<file path="src/logic/oex_pkg.sv">
// Package of register map, field positions and reset values for the port
package oex_pkg;

  // ---------------------------------------------------------------
  // Register offsets
  // ---------------------------------------------------------------
  localparam logic [7:0] REG_PIN_DIRECTION     = 8'h00;
  localparam logic [7:0] REG_INPUT_INVERSION   = 8'h01;
  localparam logic [7:0] REG_CHANGE_IRQ_ENABLE = 8'h02;
  localparam logic [7:0] REG_COMPARE_DEFAULT   = 8'h03;
  localparam logic [7:0] REG_COMPARE_SELECT    = 8'h04;
  localparam logic [7:0] REG_EXPANDER_CONFIG   = 8'h05;
  localparam logic [7:0] REG_PULLUP_ENABLE     = 8'h06;
  localparam logic [7:0] REG_IRQ_FLAGS         = 8'h07;
  localparam logic [7:0] REG_IRQ_CAPTURE       = 8'h08;
  localparam logic [7:0] REG_PORT_PINS         = 8'h09;
  localparam logic [7:0] REG_OUTPUT_LATCH      = 8'h0A;
  localparam logic [7:0] REG_LAST              = 8'h0A;

  // ---------------------------------------------------------------
  // Reset values
  // ---------------------------------------------------------------
  localparam logic [7:0] RST_PIN_DIRECTION = 8'hFF;
  localparam logic [7:0] RST_ZERO          = 8'h00;

  // ---------------------------------------------------------------
  // Configuration fields
  // ---------------------------------------------------------------
  localparam int         CFG_AUTO_INCREMENT_OFF = 5;
  localparam int         CFG_OPEN_DRAIN_IRQ     = 2;
  localparam int         CFG_IRQ_ACTIVE_HIGH    = 1;
  localparam int         CFG_CLEAR_ON_CAPTURE   = 0;
  localparam logic [7:0] CFG_WRITE_MASK         = 8'h27;

  // ---------------------------------------------------------------
  // Control byte layout
  // ---------------------------------------------------------------
  localparam int         CTRL_RW_BIT   = 0;
  localparam int         STRAP_W       = 3;
  localparam int         SYNC_STAGES   = 2;

  // ---------------------------------------------------------------
  // Serial frame states
  // ---------------------------------------------------------------
  typedef enum logic [4:0] {
    ST_IDLE = 5'b00001,
    ST_CTRL = 5'b00010,
    ST_ADDR = 5'b00100,
    ST_DATA = 5'b01000,
    ST_SKIP = 5'b10000
  } oex_state_t;

endpackage

</file>
<file path="src/logic/oex_port.sv">
// Open-drain eight-pin port with register file and serial byte front end
//
// Summary of operation
// - Two-wire builds accept a control byte of four fixed address bits, three strap bits and a read/write bit.
// - Four-wire builds accept a control byte of seven fixed address bits and a read/write bit.
// - Eight pins each either drive low or release, never drive high.
// - Each pin pull-up follows its enable bit whatever the pin direction.
// - Port value reads return sampled pins while output latch reads return the latch.
// - Writing the port value register writes the output latch.
// - Output pins drive low where the output latch bit is zero and release where it is one.
// - Input pins have their driver turned off and float unless their pull-up is enabled.
// - Eleven byte registers sit at addresses 00 to 0A in table order.
// - A direction bit of one makes an input and zero an output.
// - An inversion bit of one inverts the port value read of that pin.
// - A change enable bit of one enables change detection on that pin.
// - A compare select bit of one compares against the default bit, zero against the previous level.
// - With default compare a pin level opposite the default bit raises a flag.
// - The register pointer steps per byte unless disabled and wraps to zero after the last.
`timescale 1ns/1ps
module oex_port
  import oex_pkg::*;
#(
  parameter int         PORT_W     = 8,
  parameter int         NUM_REGS   = 11,
  parameter bit         FOUR_WIRE  = 1'b0,
  parameter logic [3:0] FIXED_HI   = 4'h5,
  parameter logic [6:0] FIXED_FULL = 7'h2A
) (
  input  wire logic              core_clk_i,
  input  wire logic              rst_n_i,
  input  wire logic [STRAP_W-1:0] strap_i,
  input  wire logic              frame_start_i,
  input  wire logic              frame_end_i,
  input  wire logic              rx_valid_i,
  input  wire logic [7:0]        rx_data_i,
  input  wire logic              tx_req_i,
  output logic                   addr_ack_o,
  output logic                   tx_valid_o,
  output logic      [7:0]        tx_data_o,
  input  wire logic [PORT_W-1:0] pin_in_i,
  output logic      [PORT_W-1:0] pin_out_o,
  output logic      [PORT_W-1:0] pin_oe_n_o,
  output logic      [PORT_W-1:0] pullup_o,
  output logic                   irq_o
);

  // ---------------------------------------------------------------
  // Parameter checks
  // ---------------------------------------------------------------
  generate
    if (PORT_W != 8 || NUM_REGS != 11) begin : g_bad_param
      $error("oex_port supports eight pins and eleven registers only");
    end
  endgenerate

  // ---------------------------------------------------------------
  // Registers
  // ---------------------------------------------------------------
  logic [7:0]  pin_direction, input_inversion;
  logic [7:0]  change_irq_enable, compare_default;
  logic [7:0]  compare_select, expander_config;
  logic [7:0]  pullup_enable, irq_flags;
  logic [7:0]  irq_capture, output_latch;
  logic [7:0]  reg_ptr, pins_prev;
  logic [STRAP_W-1:0] strap_addr;
  logic        strap_done, read_mode;
  oex_state_t  state, next_state;

  // ---------------------------------------------------------------
  // Pin sampling
  // ---------------------------------------------------------------
  logic [7:0]  pins_sync;

  oex_sync #(
    .WIDTH (PORT_W)
  ) u_sync (
    .core_clk_i (core_clk_i),
    .rst_n_i    (rst_n_i),
    .async_i    (pin_in_i),
    .sync_o     (pins_sync)
  );

  // ---------------------------------------------------------------
  // Address match and control byte decode
  // ---------------------------------------------------------------
  logic [6:0]  own_addr;
  logic        ctrl_match, ctrl_read;

  generate
    if (FOUR_WIRE) begin : g_four_wire
      assign own_addr = FIXED_FULL;
    end else begin : g_two_wire
      assign own_addr = {FIXED_HI, strap_addr};
    end
  endgenerate

  assign ctrl_match = (rx_data_i[7:1] == own_addr);
  assign ctrl_read  = rx_data_i[CTRL_RW_BIT];

  // ---------------------------------------------------------------
  // Byte strobes
  // ---------------------------------------------------------------
  logic        byte_in, wr_strobe, rd_strobe, ptr_strobe;

  assign byte_in    = rx_valid_i && !frame_start_i && !frame_end_i;
  assign ptr_strobe = byte_in && (state == ST_ADDR);
  assign wr_strobe  = byte_in && (state == ST_DATA) && !read_mode;
  assign rd_strobe  = tx_req_i && (state == ST_DATA) && read_mode;

  logic        auto_inc_off;
  logic [7:0]  ptr_step;
  assign auto_inc_off = expander_config[CFG_AUTO_INCREMENT_OFF];
  assign ptr_step = (reg_ptr >= REG_LAST) ? RST_ZERO : reg_ptr + 8'h01;

  logic [7:0]  next_ptr;
  assign next_ptr = ptr_strobe ? rx_data_i :
                    ((wr_strobe || rd_strobe) && !auto_inc_off) ? ptr_step :
                    reg_ptr;

  // ---------------------------------------------------------------
  // Frame state machine
  // ---------------------------------------------------------------
  always_comb begin
    next_state = state;
    case (state)
      ST_IDLE: begin
        if (frame_start_i) begin
          next_state = ST_CTRL;
        end
      end
      ST_CTRL: begin
        if (byte_in) begin
          if (!ctrl_match) begin
            next_state = ST_SKIP;
          end else if (ctrl_read && !FOUR_WIRE) begin
            next_state = ST_DATA;
          end else begin
            next_state = ST_ADDR;
          end
        end
      end
      ST_ADDR: begin
        if (byte_in) begin
          next_state = ST_DATA;
        end
      end
      ST_DATA, ST_SKIP: begin
        next_state = state;
      end
      default: begin
        next_state = ST_IDLE;
      end
    endcase
    if (frame_end_i) begin
      next_state = ST_IDLE;
    end else if (frame_start_i) begin
      next_state = ST_CTRL;
    end
  end

  always_ff @(posedge core_clk_i or negedge rst_n_i) begin
    if (!rst_n_i) begin
      state      <= ST_IDLE;
      read_mode  <= 1'b0;
      addr_ack_o <= 1'b0;
      reg_ptr    <= RST_ZERO;
    end else begin
      state   <= next_state;
      reg_ptr <= next_ptr;
      if (state == ST_CTRL && byte_in) begin
        read_mode  <= ctrl_read;
        addr_ack_o <= ctrl_match;
      end else if (frame_end_i || frame_start_i) begin
        addr_ack_o <= 1'b0;
      end
    end
  end

  // ---------------------------------------------------------------
  // Strap capture after reset release
  // ---------------------------------------------------------------
  always_ff @(posedge core_clk_i or negedge rst_n_i) begin
    if (!rst_n_i) begin
      strap_done <= 1'b0;
      strap_addr <= '0;
    end else if (!strap_done) begin
      strap_done <= 1'b1;
      strap_addr <= strap_i;
    end
  end

  // ---------------------------------------------------------------
  // Register writes
  // ---------------------------------------------------------------
  // address decode
  logic        wr_dir, wr_inv, wr_ien, wr_def;
  logic        wr_sel, wr_cfg, wr_pu, wr_lat;
  assign wr_dir = wr_strobe && (reg_ptr == REG_PIN_DIRECTION);
  assign wr_inv = wr_strobe && (reg_ptr == REG_INPUT_INVERSION);
  assign wr_ien = wr_strobe && (reg_ptr == REG_CHANGE_IRQ_ENABLE);
  assign wr_def = wr_strobe && (reg_ptr == REG_COMPARE_DEFAULT);
  assign wr_sel = wr_strobe && (reg_ptr == REG_COMPARE_SELECT);
  assign wr_cfg = wr_strobe && (reg_ptr == REG_EXPANDER_CONFIG);
  assign wr_pu  = wr_strobe && (reg_ptr == REG_PULLUP_ENABLE);
  // port value write lands in the latch
  assign wr_lat = wr_strobe && ((reg_ptr == REG_OUTPUT_LATCH) ||
                                (reg_ptr == REG_PORT_PINS));

  always_ff @(posedge core_clk_i or negedge rst_n_i) begin
    if (!rst_n_i) begin
      pin_direction     <= RST_PIN_DIRECTION;
      input_inversion   <= RST_ZERO;
      change_irq_enable <= RST_ZERO;
      compare_default   <= RST_ZERO;
      compare_select    <= RST_ZERO;
      expander_config   <= RST_ZERO;
      pullup_enable     <= RST_ZERO;
      output_latch      <= RST_ZERO;
    end else begin
      if (wr_dir) pin_direction     <= rx_data_i;
      if (wr_inv) input_inversion   <= rx_data_i;
      if (wr_ien) change_irq_enable <= rx_data_i;
      if (wr_def) compare_default   <= rx_data_i;
      if (wr_sel) compare_select    <= rx_data_i;
      if (wr_cfg) expander_config   <= rx_data_i & CFG_WRITE_MASK;
      if (wr_pu)  pullup_enable     <= rx_data_i;
      if (wr_lat) output_latch      <= rx_data_i;
    end
  end

  // ---------------------------------------------------------------
  // Read path
  // ---------------------------------------------------------------
  logic [7:0]  port_value;
  logic [7:0]  rd_data;

  // inversion on the port value read
  assign port_value = pins_sync ^ input_inversion;

  assign rd_data =
    (reg_ptr == REG_PIN_DIRECTION)     ? pin_direction     :
    (reg_ptr == REG_INPUT_INVERSION)   ? input_inversion   :
    (reg_ptr == REG_CHANGE_IRQ_ENABLE) ? change_irq_enable :
    (reg_ptr == REG_COMPARE_DEFAULT)   ? compare_default   :
    (reg_ptr == REG_COMPARE_SELECT)    ? compare_select    :
    (reg_ptr == REG_EXPANDER_CONFIG)   ? expander_config   :
    (reg_ptr == REG_PULLUP_ENABLE)     ? pullup_enable     :
    (reg_ptr == REG_IRQ_FLAGS)         ? irq_flags         :
    (reg_ptr == REG_IRQ_CAPTURE)       ? irq_capture       :
    (reg_ptr == REG_PORT_PINS)         ? port_value        :
    (reg_ptr == REG_OUTPUT_LATCH)      ? output_latch      :
    RST_ZERO;

  always_ff @(posedge core_clk_i or negedge rst_n_i) begin
    if (!rst_n_i) begin
      tx_valid_o <= 1'b0;
      tx_data_o  <= RST_ZERO;
    end else begin
      tx_valid_o <= rd_strobe;
      if (rd_strobe) tx_data_o <= rd_data;
    end
  end

  // ---------------------------------------------------------------
  // Change detection
  // ---------------------------------------------------------------
  logic [7:0]  change_hit, flag_set;
  logic        clear_req, any_set;

  generate
    for (genvar p = 0; p < PORT_W; p++) begin : g_cmp
      assign change_hit[p] = change_irq_enable[p] &&
        (compare_select[p] ? (pins_sync[p] != compare_default[p]) :
                             (pins_sync[p] != pins_prev[p]));
    end
  endgenerate

  assign flag_set  = change_hit & ~irq_flags;
  assign any_set   = |flag_set;
  assign clear_req = rd_strobe &&
    (expander_config[CFG_CLEAR_ON_CAPTURE] ?
       (reg_ptr == REG_IRQ_CAPTURE) : (reg_ptr == REG_PORT_PINS));

  // New events on pins not already flagged win over a clear in the same cycle
  always_ff @(posedge core_clk_i or negedge rst_n_i) begin
    if (!rst_n_i) begin
      pins_prev   <= RST_ZERO;
      irq_flags   <= RST_ZERO;
      irq_capture <= RST_ZERO;
    end else begin
      pins_prev <= pins_sync;
      irq_flags <= (clear_req ? RST_ZERO : irq_flags) | flag_set;
      if (any_set) irq_capture <= port_value;
    end
  end

  // ---------------------------------------------------------------
  // Pin drivers and interrupt level
  // ---------------------------------------------------------------
  logic [7:0]  next_oe_n;
  logic        next_irq, irq_high;

  assign next_oe_n = pin_direction | output_latch;
  assign irq_high  = expander_config[CFG_IRQ_ACTIVE_HIGH] &&
                     !expander_config[CFG_OPEN_DRAIN_IRQ];
  assign next_irq  = (|irq_flags) ^ !irq_high;

  always_ff @(posedge core_clk_i or negedge rst_n_i) begin
    if (!rst_n_i) begin
      pin_out_o  <= RST_ZERO;
      pin_oe_n_o <= RST_PIN_DIRECTION;
      pullup_o   <= RST_ZERO;
      irq_o      <= 1'b1;
    end else begin
      pin_out_o  <= RST_ZERO;
      pin_oe_n_o <= next_oe_n;
      pullup_o   <= pullup_enable;
      irq_o      <= next_irq;
    end
  end

endmodule // oex_port

</file>
<file path="src/logic/oex_sync.sv">
// Two-flop synchroniser for the pin levels
`timescale 1ns/1ps
module oex_sync
  import oex_pkg::*;
#(
  parameter int WIDTH = 8
) (
  input  wire logic             core_clk_i,
  input  wire logic             rst_n_i,
  input  wire logic [WIDTH-1:0] async_i,
  output logic      [WIDTH-1:0] sync_o
);

  // ---------------------------------------------------------------
  // Synchroniser stages
  // ---------------------------------------------------------------
  genvar b;
  generate
    for (b = 0; b < WIDTH; b = b + 1) begin : g_bit
      logic meta;
      logic stable;
      always_ff @(posedge core_clk_i or negedge rst_n_i) begin
        if (!rst_n_i) begin
          meta   <= 1'b0;
          stable <= 1'b0;
        end else begin
          meta   <= async_i[b];
          stable <= meta;
        end
      end
      assign sync_o[b] = stable;
    end
  endgenerate

endmodule // oex_sync

</file>
<file path="config.mk">
export PLATFORM = sky130hd
export DESIGN_NAME = oex_port
export DESIGN_NICKNAME = d
export VERILOG_FILES = /design/src/logic/oex_pkg.sv /design/src/logic/oex_port.sv /design/src/logic/oex_sync.sv
export SDC_FILE = /design/constraint.sdc
export NUM_CORES = 1
export LEC_CHECK = 0
export ABC_AREA = 1
export BUFFER_PORTS_ARGS = -buffer_cell sky130_fd_sc_hd__buf_2
export CAP_MARGIN = 30
export CELL_PAD_IN_SITES_DETAIL_PLACEMENT = 1
export CELL_PAD_IN_SITES_GLOBAL_PLACEMENT = 1
export CORE_UTILIZATION = 45
export CTS_CLUSTER_DIAMETER = 200
export DETAILED_ROUTE_END_ITERATION = 12
export HOLD_SLACK_MARGIN = 0.12
export MAX_ROUTING_LAYER = met4
export PLACE_DENSITY_LB_ADDON = 0.25
export SYNTH_ARGS = -nofsm -noshare
export SYNTH_HDL_FRONTEND = slang
export SYNTH_SLANG_ARGS = --single-unit
</file>
<file path="constraint.sdc">
create_clock -name core_clk_i -period 2 [get_ports core_clk_i]
set_input_delay 0.5 -clock core_clk_i [delete_from_list [all_inputs] [get_ports core_clk_i]]
set_output_delay 0.5 -clock core_clk_i [all_outputs]
set_load 0.03 [all_outputs]
</file>
==> results of run 1 <==
cell families (layout without fill, tap and decap cells):
logic type,after synthesis,count (layout)
xor+xnor,12,12
buf+inv,101,241
simple gates,304,304
mux,3,3
fa+ha+maj,4,4
flops,145,145
compound gates,167,167
other cells,2,9
critical path: cells and delay by family, from the launching register on:
kind / cells / cell delay, ns
and+or+nand+nor: 8 / 0.83
buffers and inverters: 4 / 0.52
DFF: 1 / 0.43
adders and majority gates: 1 / 0.16
AOI/OAI and AO/OA: 1 / 0.14
per-stage QoR:
step | std cells | power (mW)
3_5_place_dp | 1007 | 3.47
4_1_cts | 1047 | 6.57
3_3_place_gp | 1007 | 3.46
5_1_grt | 1065 | 6.80
2_1_floorplan | 745 | 3.26
6_report | 1065 | 6.62
synthesized netlist by cell type (all sizes together) (2+ instances only):
library cell / count
o211ai: 6
nand2: 201
o21ai: 101
nand4: 9
nor4: 2
nor3: 12
xor2: 8
o21bai: 5
buf: 14
clkbuf: 10
ha: 4
a21oi: 39
mux2i: 2
inv: 77
dfstp: 18
o22ai: 3
conb: 2
or2: 9
xnor2: 4
o221ai: 2
dfrtp: 127
a211oi: 5
nand3: 19
nor2: 51
cell type report:
| cell class | count | area (sq um) | area share |
|---|---|---|---|
| clock buffer | 24 | 482 | 0.0577 |
| clock inverter | 8 | 80.1 | 0.00959 |
| inverter | 77 | 292 | 0.0349 |
| multi-input combinational | 499 | 2690 | 0.322 |
| sequential | 145 | 3650 | 0.438 |
| tap | 180 | 225 | 0.0270 |
| timing repair buffer | 132 | 927 | 0.111 |
registers in the layout, summed over array words and instances (netlist names), 3 cells and up:
signal,count
change_irq_enable,8
compare_default,8
compare_select,8
expander_config,4
input_inversion,8
irq_capture,8
irq_flags,8
output_latch,8
pin_direction,8
pin_oe_n_o,8
pins_prev,8
pullup_enable,8
pullup_o,8
reg_ptr,8
state,5
strap_addr,3
tx_data_o,8
u_sync.g_bit.meta,8
u_sync.g_bit.stable,8
metal layers:
layer  track usage  vias to the layer above  part of all wire
met4         0.147                        0             0.046
met3        0.0735                       72             0.065
met1         0.398                     2958              0.40
met2         0.501                      275              0.48
li1              -                     2659                 -
met5             -                        -                 0
placed cells by master, fill, tap and decap left out, types with 6 or more instances in the layout:
cell type / synthesis / layout
dfstp_2: 18 / 18
dfrtp_1: 127 / 124
inv_2: 4 / 11
xor2_1: 8 / 8
buf_6: 1 / 9
nand2_2: 1 / 18
clkbuf_16: 0 / 17
o211ai_1: 6 / 6
or2_2: 8 / 8
nand4_1: 8 / 8
conb_1: 2 / 9
buf_4: 10 / 70
a21oi_1: 39 / 33
nand2_1: 200 / 180
o21ai_1: 9 / 17
buf_2: 3 / 50
nand3_1: 19 / 14
inv_1: 73 / 65
nor2_2: 2 / 6
nor2_1: 47 / 41
o21ai_0: 92 / 81
worst paths after layout:
path,startpoint,endpoint,slack (ns),cells past startpoint
max,reg_ptr[0],tx_data_o[3],-0.15,14
min,pin_in_i[7],u_sync.g_bit[7].meta,0.17,1
max reg2reg,reg_ptr[0],tx_data_o[3],-0.15,14
min reg2reg,u_sync.g_bit[4].meta,u_sync.g_bit[4].stable,0.35,0
max in group asynchronous,rst_n_i,irq_o,0.73,3
min in group asynchronous,rst_n_i,pullup_o[3],0.60,2
report_power, final:
| part | switching, mW | internal [mW] | leakage (nW) |
|---|---|---|---|
| combinational | 0.324 | 0.164 | 2.03 |
| sequential | 0.0442 | 2.99 | 1.85 |
| clock | 1.29 | 1.81 | 0.267 |
repair_timing:
item | CTS | global route
gates resized for setup | 41 | 51
gates cloned | 0 | 0
setup buffers | 7 | 18
pin swaps | 13 | 29
hold buffers | 1 | 0
hold endpoints to repair | 44 | 0
setup endpoints to repair | 19 | 54
==> flow_metrics.env, run 1 <==
export IMPL_timing_critical_path_from_type="flop"
export IMPL_ctsLongestPathBuffers=2
export IMPL_timing_worst_slew_pin_value_ns=0.750
export IMPL_ir_worst_vdd_uv=822
export IMPL_leakagePower_nw=4.14
export IMPL_max_slew_margin=0.494
export IMPL_min_period_over_period=1.08
export IMPL_post_synth_fa_ha_maj_area_fraction=0.00770
export IMPL_vias=5964
export IMPL_critPathCaptureType="flop"
export IMPL_worst_hold_path_type="input pin to flop"
export IMPL_arrival_ns=2.52
export IMPL_ys_dominant_reg_cell="dfrtp_1"
export IMPL_total_die_area_sq_mm=0.0149
export IMPL_power_density_cell_area_mw_per_mm2=793
export IMPL_utilization=0.597
export IMPL_mux_share_of_post_synthesis_cell_area=0.00481
export IMPL_finalWeightedCongestion=0.952
export IMPL_route_detailed_drc=0
export IMPL_period_needed_ns=2.15
export IMPL_ys_ff_latch=145
export IMPL_worst_path_max_fanout=4
export IMPL_place_ws_ns=-0.292
export IMPL_yosys_area_share_xor_xnor=0.0162
export IMPL_post_synthesis_simple_gate_area_fraction=0.203
export IMPL_synth_enable_flop_cells=0
export IMPL_area_contributors_post_synth="dfrtp_1, nand2_1, dfstp_2"
export IMPL_wl_per_cell_um=21.9
export IMPL_post_synth_instance_area_sq_mm=0.00650
export IMPL_drt_vias_per_instance=5.60
export IMPL_postSynth_asyncResetShare=1.00
export IMPL_maxClockFrequency_mhz=465
export IMPL_wire_length_of_the_first_global_routing_pass_mm=33.7
export IMPL_floorplan_core_area_sq_mm=0.0140
export IMPL_clkTransAtPathRegs_ns=0.07
export IMPL_clkLatencyLatePin_ns=0.44
export IMPL_hold_slack_final_ns=0.165
export IMPL_slew_violations=0
export IMPL_setup_slack_ns=-0.151
export IMPL_number_of_levels_the_h_tree_was_split_into=4
export IMPL_synth_compound_gate_area_share=0.140
export IMPL_worst_clock_skew_ns=0.0158
export IMPL_crit_path_top_delay_cell="dfrtp_1"
export IMPL_antenna_diode_count=0
export IMPL_synth_top_family_by_area="simple AND/OR/NAND/NOR gates"
export IMPL_i_o_buffers=51
export IMPL_maxCapViolCount=0
export IMPL_groute_usage_overall=0.322
export IMPL_failed_checks="negative setup slack"
export IMPL_synth_instances=738
export IMPL_dpl_hpwl_mm=15.1
export IMPL_timing_setup_tns_ns=-0.981
export IMPL_synth_seq_area_share=0.562
export IMPL_floorplan_initialDensity=0.465
export IMPL_outcome="finished with violations"
export IMPL_path_class="flop to flop"
export IMPL_flow_area_growth_from_synthesis_pct=28.5
export IMPL_ys_types=45
export IMPL_rsz0062_at_grt="yes"
export IMPL_setup_viol=10
export IMPL_final_fill_count=1646
export IMPL_timing_critical_path_slowest_cell_delay_ns=0.43
export IMPL_cts_buffers=17
export IMPL_grt_start_max_net_pins=50
export IMPL_drt_iter0_drc=474
export IMPL_placement_rows=43
export IMPL_dr_pass1_iters=5
export IMPL_drive_above_1_share=0.298
export IMPL_clock_sinks=145
export IMPL_final_nets=901
export IMPL_ys_warnings_count=0
export IMPL_cts_root_buffer_cell="clkbuf_16"
export IMPL_critical_path_cell_chain="buf_6, ha_4, buf_4, inv_4, nor3_4, or2_1, buf_4, nor2_1, nand2_2, nand2_1, nand2_1, nand2_1, nand2_2, a21oi_2"
export IMPL_placedInstanceArea_sq_mm=0.00731
export IMPL_syn_avg_cell_area_sq_um=8.81
export IMPL_synth_top_area_cell="dfrtp_1"
export IMPL_route_final_wire_length_mm=23.3
export IMPL_first_global_vias=6050
export IMPL_clock_tree_from_tritoncts="built"
export IMPL_postLayoutCellArea_sq_mm=0.00835
export IMPL_die_height_um=122
export IMPL_floorplan_io_pins=60
export IMPL_grt_antenna_before_repair=0
export IMPL_overflow=0
export IMPL_synth_largest_type_area_fraction=0.489
export IMPL_critPathRequiredTime_ns=2.37
export IMPL_cpMostUsedCell="nand2_1"
export IMPL_die_x_extent_um=122
export IMPL_antenna_left=0
export IMPL_finalHoldViolCount=0
(Power assumes the default switching activity.)
==> inputs of run 2 (changes only) <==
- CORE_MARGIN: default -> 5
- RECOVER_POWER: default -> 50
==> run 2 against run 1 <==
Against the previous run: the run still ends with negative setup slack left; first-iteration DRC count shrank 32%; power grew 1.6%; combinational power shrank 9.0%; routed wire length shrank 9.2%; sequential cell count is the same; utilization shrank 1.8 points; register-to-register slack gained 0.05 ns; via count shrank 4.1%; critical endpoint is now tx_data_o[6]; highest routed layer unchanged.
==> flow_metrics.env, run 2 (synthesized netlist as in run 1, its figures left out) <==
export IMPL_outcome="finished with violations"
export IMPL_failed_checks="negative setup slack"
export IMPL_utilization=0.579
export IMPL_total_die_area_sq_mm=0.0169
export IMPL_antenna_diode_count=0
export IMPL_floorplan_initialDensity=0.452
export IMPL_placement_rows=44
export IMPL_i_o_buffers=51
export IMPL_groute_usage_overall=0.270
export IMPL_period_needed_ns=2.10
export IMPL_critPathRequiredTime_ns=2.34
export IMPL_final_nets=889
export IMPL_ff2ff_setup_slack_ns=-0.10
export IMPL_wire_length_of_the_first_global_routing_pass_mm=33.0
export IMPL_antenna_left=0
export IMPL_cts_buffers=17
export IMPL_power_density_cell_area_mw_per_mm2=808
export IMPL_ir_worst_vdd_uv=667
export IMPL_maxCapViolCount=0
export IMPL_crit_path_top_delay_cell="dfrtp_2"
export IMPL_worst_path_max_fanout=4
export IMPL_drive_above_1_share=0.291
export IMPL_cpMostUsedCell="nand2_1"
export IMPL_maxClockFrequency_mhz=476
export IMPL_path_class="flop to flop"
export IMPL_dpl_hpwl_mm=15.0
export IMPL_slew_violations=0
export IMPL_max_slew_margin=0.217
export IMPL_clkTransAtPathRegs_ns=0.07
export IMPL_place_detailed_instances=1012
export IMPL_die_height_um=130
export IMPL_arrival_ns=2.44
export IMPL_route_detailed_drc=0
export IMPL_clock_sinks=145
export IMPL_timing_critical_path_slowest_cell_delay_ns=0.46
export IMPL_most_common_library_cell_in_the_layout_ignoring_fill_and_taps="nand2_1"
export IMPL_grt_antenna_before_repair=0
export IMPL_clkLatencyLatePin_ns=0.45
export IMPL_hold_slack_final_ns=0.154
export IMPL_die_x_extent_um=130
export IMPL_critical_path_cell_chain="inv_4, ha_4, nand3_2, nor2_4, inv_2, nand2_4, inv_2, nand2_1, o211ai_1, o21ai_2, nand4_1, nand2_1, nand2_2, nand2_1, nand2_1"
export IMPL_rsz0062_at_grt="yes"
export IMPL_floorplan_io_pins=60
export IMPL_number_of_levels_the_h_tree_was_split_into=4
export IMPL_worst_clock_skew_ns=0.00972
export IMPL_dr_pass1_iters=5
export IMPL_grt_start_max_net_pins=47
export IMPL_timing_worst_slew_pin_value_ns=1.17
export IMPL_route_final_wire_length_mm=21.1
export IMPL_postLayoutCellArea_sq_mm=0.00833
export IMPL_setup_slack_ns=-0.103
export IMPL_flow_area_growth_from_synthesis_pct=28.1
export IMPL_cts_root_buffer_cell="clkbuf_16"
export IMPL_finalHoldViolCount=0
export IMPL_floorplan_core_area_sq_mm=0.0144
export IMPL_wl_per_cell_um=20.0
export IMPL_critPathCaptureType="flop"
export IMPL_clock_tree_from_tritoncts="built"
export IMPL_first_global_vias=6076
export IMPL_most_common_layout_cells="nand2_1, dfrtp_1, o21ai_0"
export IMPL_overflow=0
export IMPL_timing_critical_path_from_type="flop"
export IMPL_setup_viol=7
export IMPL_leakagePower_nw=4.10
export IMPL_drt_iter0_drc=323
export IMPL_min_period_over_period=1.05
export IMPL_vias=5717
export IMPL_finalWeightedCongestion=0.945
export IMPL_worst_hold_path_type="input pin to flop"
export IMPL_ctsLongestPathBuffers=2
export IMPL_fin_cells=1057
export IMPL_placedInstanceArea_sq_mm=0.00737
export IMPL_drt_vias_per_instance=5.41
run 2: cell count changes in the layout (fill, tap and decap cells not counted), moves of 3 or more:
| cell | change |
|---|---|
| clkbuf_1 | -3 |
| nand3_2 | +5 |
| buf_4 | -16 |
| o21ai_2 | +3 |
| nand3_1 | -4 |
| nand2_2 | -3 |
| inv_8 | +3 |
| o21ai_1 | -5 |
| clkbuf_8 | -3 |
| nand2_1 | +3 |
run 2: what timing repair did:
item	4_1_cts	5_1_grt
pin swaps	23	24
endpoints found under the hold margin	42	0
resized for setup	60	28
setup buffers	6	7
endpoints found under the setup margin	26	35
hold buffers	1	0
run 2: path summary, 6_finish.rpt:
kind                                                to  depth (start not counted)                  from
min in group asynchronous             pullup_enable[6]                          2               rst_n_i
worst min-delay path              u_sync.g_bit[1].meta                          1           pin_in_i[1]
worst max register to register            tx_data_o[6]                         15            reg_ptr[0]
worst max-delay path                      tx_data_o[6]                         15            reg_ptr[0]
max in group asynchronous                     state[0]                          3               rst_n_i
worst min register to register  u_sync.g_bit[4].stable                          0  u_sync.g_bit[4].meta
run 2: cell type report:
class | instances | area [sq um]
Tap cell | 184 | 230
Clock inverter | 15 | 171
Clock buffer | 17 | 425
Inverter | 77 | 294
Fill cell | 1642 | 6040
Multi-Input combinational cell | 499 | 2700
Sequential cell | 145 | 3650
Timing Repair Buffer | 120 | 855
run 2: metal layers:
metal	part of all wire	track usage	wire (um)	vias to the layer above
li1	-	-	-	2638
met1	0.44	0.341	9260	2889
met2	0.48	0.420	10100	136
met3	0.044	0.0540	937	54
met4	0.038	0.125	810	0
met5	0	-	0	-
run 2: metrics by stage:
stage          setup WS [ns]  setup TNS (ns)  power (mW)
6_report              -0.103          -0.445        6.72
5_1_grt               -0.249           -1.66        6.96
4_1_cts              -0.0829          -0.181        6.76
3_5_place_dp          -0.368           -3.11        3.48
3_3_place_gp          -0.258           -1.22        3.47
2_1_floorplan          0.115               0        3.26
run 2: critical path: cells and delay by family, from the launching register on:
kind            cells  cell delay (ns)
compound gates      2             0.29
fa+ha+maj           1             0.15
buf+inv             3             0.22
flops               1             0.46
simple gates        9             0.87
run 2: power by group:
part	internal, mW	leakage (nW)	switching [mW]	total, mW
logic	0.142	1.96	0.302	0.444
clock network	1.87	0.290	1.38	3.25
registers	2.99	1.85	0.0436	3.03
==> inputs of run 3 (changes only) <==
- SYNTH_HIERARCHICAL: default -> 1
==> run 3 against run 2 <==
Against the previous run: the run still ends with negative setup slack left; critical endpoint is now tx_data_o[5]; critical path type unchanged; register-to-register slack worse by 0.11 ns; clock skew increased by 0.0024 ns; highest routed layer unchanged; routed wire length increased by 10%.
==> flow_metrics.env, run 3 <==
export IMPL_outcome="finished with violations"
export IMPL_failed_checks="negative setup slack"
export IMPL_critPathRequiredTime_ns=2.30
export IMPL_wl_met3_mm=1.15
export IMPL_wire_length_of_the_first_global_routing_pass_mm=35.3
export IMPL_antenna_diode_count=0
export IMPL_syn_avg_cell_area_sq_um=8.81
export IMPL_clkLatencyLatePin_ns=0.43
export IMPL_critPathCaptureType="flop"
export IMPL_dpl_hpwl_mm=14.9
export IMPL_synth_top_family_by_area="simple AND/OR/NAND/NOR gates"
export IMPL_power_switching_share=0.267
export IMPL_floorplan_io_pins=60
export IMPL_p_sw_mw=1.80
export IMPL_postLayoutCellArea_sq_mm=0.00841
export IMPL_worst_hold_path_type="input pin to flop"
export IMPL_internal_power_mw=4.94
export IMPL_grt_start_max_net_pins=50
export IMPL_place_detailed_instances=1005
export IMPL_flow_area_growth_from_synthesis_pct=27.5
export IMPL_synth_largest_type_area_fraction=0.482
export IMPL_die_x_extent_um=131
export IMPL_antenna_left=0
export IMPL_most_common_layout_cells="nand2_1, dfrtp_1, o21ai_0"
export IMPL_utilization=0.581
export IMPL_timing_critical_path_slowest_cell_delay_ns=0.41
export IMPL_post_synth_instance_area_sq_mm=0.00660
export IMPL_combinational_power_share=0.117
export IMPL_groute_usage_overall=0.283
export IMPL_crit_path_end="tx_data_o[5]"
export IMPL_timing_worst_slew_pin_value_ns=0.675
export IMPL_floorplan_core_area_sq_mm=0.0145
export IMPL_wl_met2_mm=12.0
export IMPL_ff_latch_area_sq_mm=0.00365
export IMPL_most_frequently_used_cell_type_in_the_post_synthesis_netlist="nand2_1"
export IMPL_cts_buffers=17
export IMPL_post_synth_fa_ha_maj_area_fraction=0.00759
export IMPL_worst_clock_skew_ns=0.0121
export IMPL_maxClockFrequency_mhz=452
export IMPL_postSynth_asyncResetShare=1.00
export IMPL_synth_cell_count_leaders="nand2_1, dfrtp_1, o21ai_0"
export IMPL_dr_pass1_iters=4
export IMPL_die_height_um=131
export IMPL_seq_power_share=0.453
export IMPL_ir_worst_vdd_uv=585
export IMPL_final_fill_count=1678
export IMPL_yosys_area_share_xor_xnor=0.0199
export IMPL_max_slew_margin=0.550
export IMPL_finalWeightedCongestion=0.933
export IMPL_synth_seq_area_share=0.554
export IMPL_clock_sinks=145
export IMPL_hold_path_startpoint="pin_in_i[3]"
export IMPL_slew_violations=0
export IMPL_setup_slack_ns=-0.212
export IMPL_power_density_cell_area_mw_per_mm2=800
export IMPL_vias=5956
export IMPL_final_nets=898
export IMPL_most_common_library_cell_in_the_layout_ignoring_fill_and_taps="nand2_1"
export IMPL_clock_tree_from_tritoncts="built"
export IMPL_leakagePower_nw=4.15
export IMPL_floorplan_initialDensity=0.455
export IMPL_route_final_wire_length_mm=23.3
export IMPL_met1Wirelength_mm=9.06
export IMPL_overflow=0
export IMPL_synth_compound_gate_area_share=0.130
export IMPL_drt_vias_per_instance=5.59
export IMPL_cpMostUsedCell="inv_1"
export IMPL_mux_share_of_post_synthesis_cell_area=0.00664
export IMPL_ff2ff_path_depth=11
export IMPL_finalHoldViolCount=0
export IMPL_grt_antenna_before_repair=0
export IMPL_multiInputGateArea_sq_mm=0.00281
export IMPL_i_o_buffers=51
export IMPL_drt_iter0_drc=376
export IMPL_arrival_ns=2.51
export IMPL_ctsLongestPathBuffers=2
export IMPL_fin_cells=1066
export IMPL_wl_per_cell_um=21.9
export IMPL_regToRegEndpoint="tx_data_o[5]"
export IMPL_setup_viol=14
export IMPL_synth_instances=749
export IMPL_synth_enable_flop_cells=0
export IMPL_period_needed_ns=2.21
export IMPL_number_of_levels_the_h_tree_was_split_into=4
export IMPL_placement_rows=44
export IMPL_ys_warnings_count=6
export IMPL_worst_r2r_startpoint="reg_ptr[1]"
export IMPL_critical_path_cell_chain="inv_2, ha_4, buf_4, inv_1, nor3_1, buf_4, inv_1, o21ai_0, inv_1, nand2_1, nand2_1"
export IMPL_crit_path_top_delay_cell="dfrtp_1"
export IMPL_place_ws_ns=-0.231
export IMPL_ys_dominant_reg_cell="dfrtp_1"
export IMPL_total_die_area_sq_mm=0.0172
export IMPL_first_global_vias=6639
export IMPL_total_power_mw=6.73
export IMPL_crit_path_start="reg_ptr[1]"
export IMPL_path_class="flop to flop"
export IMPL_min_period_over_period=1.11
export IMPL_placedInstanceArea_sq_mm=0.00726
export IMPL_clock_power_share=0.430
export IMPL_topRoutingLayerUsed="met4"
export IMPL_post_synthesis_simple_gate_area_fraction=0.203
export IMPL_maxCapViolCount=0
export IMPL_clkTransAtPathRegs_ns=0.06
export IMPL_ff2ff_setup_slack_ns=-0.21
export IMPL_area_contributors_post_synth="dfrtp_1, nand2_1, o21ai_0"
export IMPL_timing_critical_path_from_type="flop"
export IMPL_drive_above_1_share=0.311
export IMPL_rsz0062_at_grt="yes"
export IMPL_ys_types=40
export IMPL_cts_root_buffer_cell="clkbuf_16"
export IMPL_route_detailed_drc=0
export IMPL_ys_ff_latch=145
export IMPL_worst_path_max_fanout=12
export IMPL_synth_top_area_cell="dfrtp_1"
==> run 3: cell types whose count changed after synthesis, sizes merged, moves of 2 or more <==
cell,previous run,this run
buf,14,30
nor2,51,40
nand2,201,211
clkbuf,10,1
nand3,19,28
a21oi,39,33
o211ai,6,1
o22ai,3,8
a211oi,5,3
inv,77,79
mux2,1,3
nand4,9,7
xnor2,4,6
==> run 3: cell families (layout without fill, tap and decap cells) <==
family,count (synthesis),after routing
flops,145,145
xor+xnor,15,15
compound gates,159,159
buf+inv,110,236
other cells,2,9
simple gates,310,310
mux,4,4
fa+ha+maj,4,4
==> run 3: worst min path at each step <==
stage / to / slack [ns] / depth (start not counted)
finish: u_sync/g_bit[3].meta / 0.17 / 1
detailed placement: u_sync/g_bit[3].stable / 0.34 / 0
global placement: u_sync/g_bit[7].stable / 0.33 / 0
floorplan: addr_ack_o / 0.20 / 0
CTS: u_sync/g_bit[0].meta / 0.17 / 1
global route: u_sync/g_bit[0].meta / 0.16 / 1
==> run 3: power groups by stage <==
stage,combinational (mW),clock (mW),sequential (mW)
after global placement,0.595,0,3.09
final,0.788,2.89,3.05
after detailed placement,0.622,0,3.10
after global routing,0.847,3.06,3.05
after CTS,0.705,2.93,3.05
after floorplan,0.345,0,3.09
==> run 3: metrics by stage <==
step,TNS [ns],hold slack (ns)
after floorplan,0,0.204
after global placement,-0.411,0.332
after detailed placement,-3.33,0.336
after CTS,-0.0496,0.166
after global routing,-5.10,0.160
final,-0.795,0.174
==> run 3: critical path: cells and delay by family (launching register included) <==
kind	cells	cell delay (ns)
flip-flops	1	0.41
AO/OA/AOI/OAI	1	0.21
AND/OR/NAND/NOR	3	0.46
buffers and inverters	6	0.83
adder cells (fa/ha/maj)	1	0.15
==> run 3: final cells by class <==
cell class,count,share of cell area
Clock buffer,23,0.0568
Timing Repair Buffer,125,0.104
Sequential cell,145,0.434
Inverter,79,0.0366
Tap cell,184,0.0274
Clock inverter,9,0.00714
Multi-Input combinational cell,501,0.334
==> run 3: per-layer routing <==
metal  track usage  up-vias
li1              -     2655
met1         0.317     3023
met2         0.476      199
met3        0.0660       79
met4         0.139        0
met5             -        -
==> run 3: timing repair <==
action	CTS	global route
gates cloned	0	1
endpoints found under the setup margin	42	70
hold buffers	1	0
endpoints found under the hold margin	23	0
resized for setup	65	66
buffers inserted	22	6
pin swaps	19	26
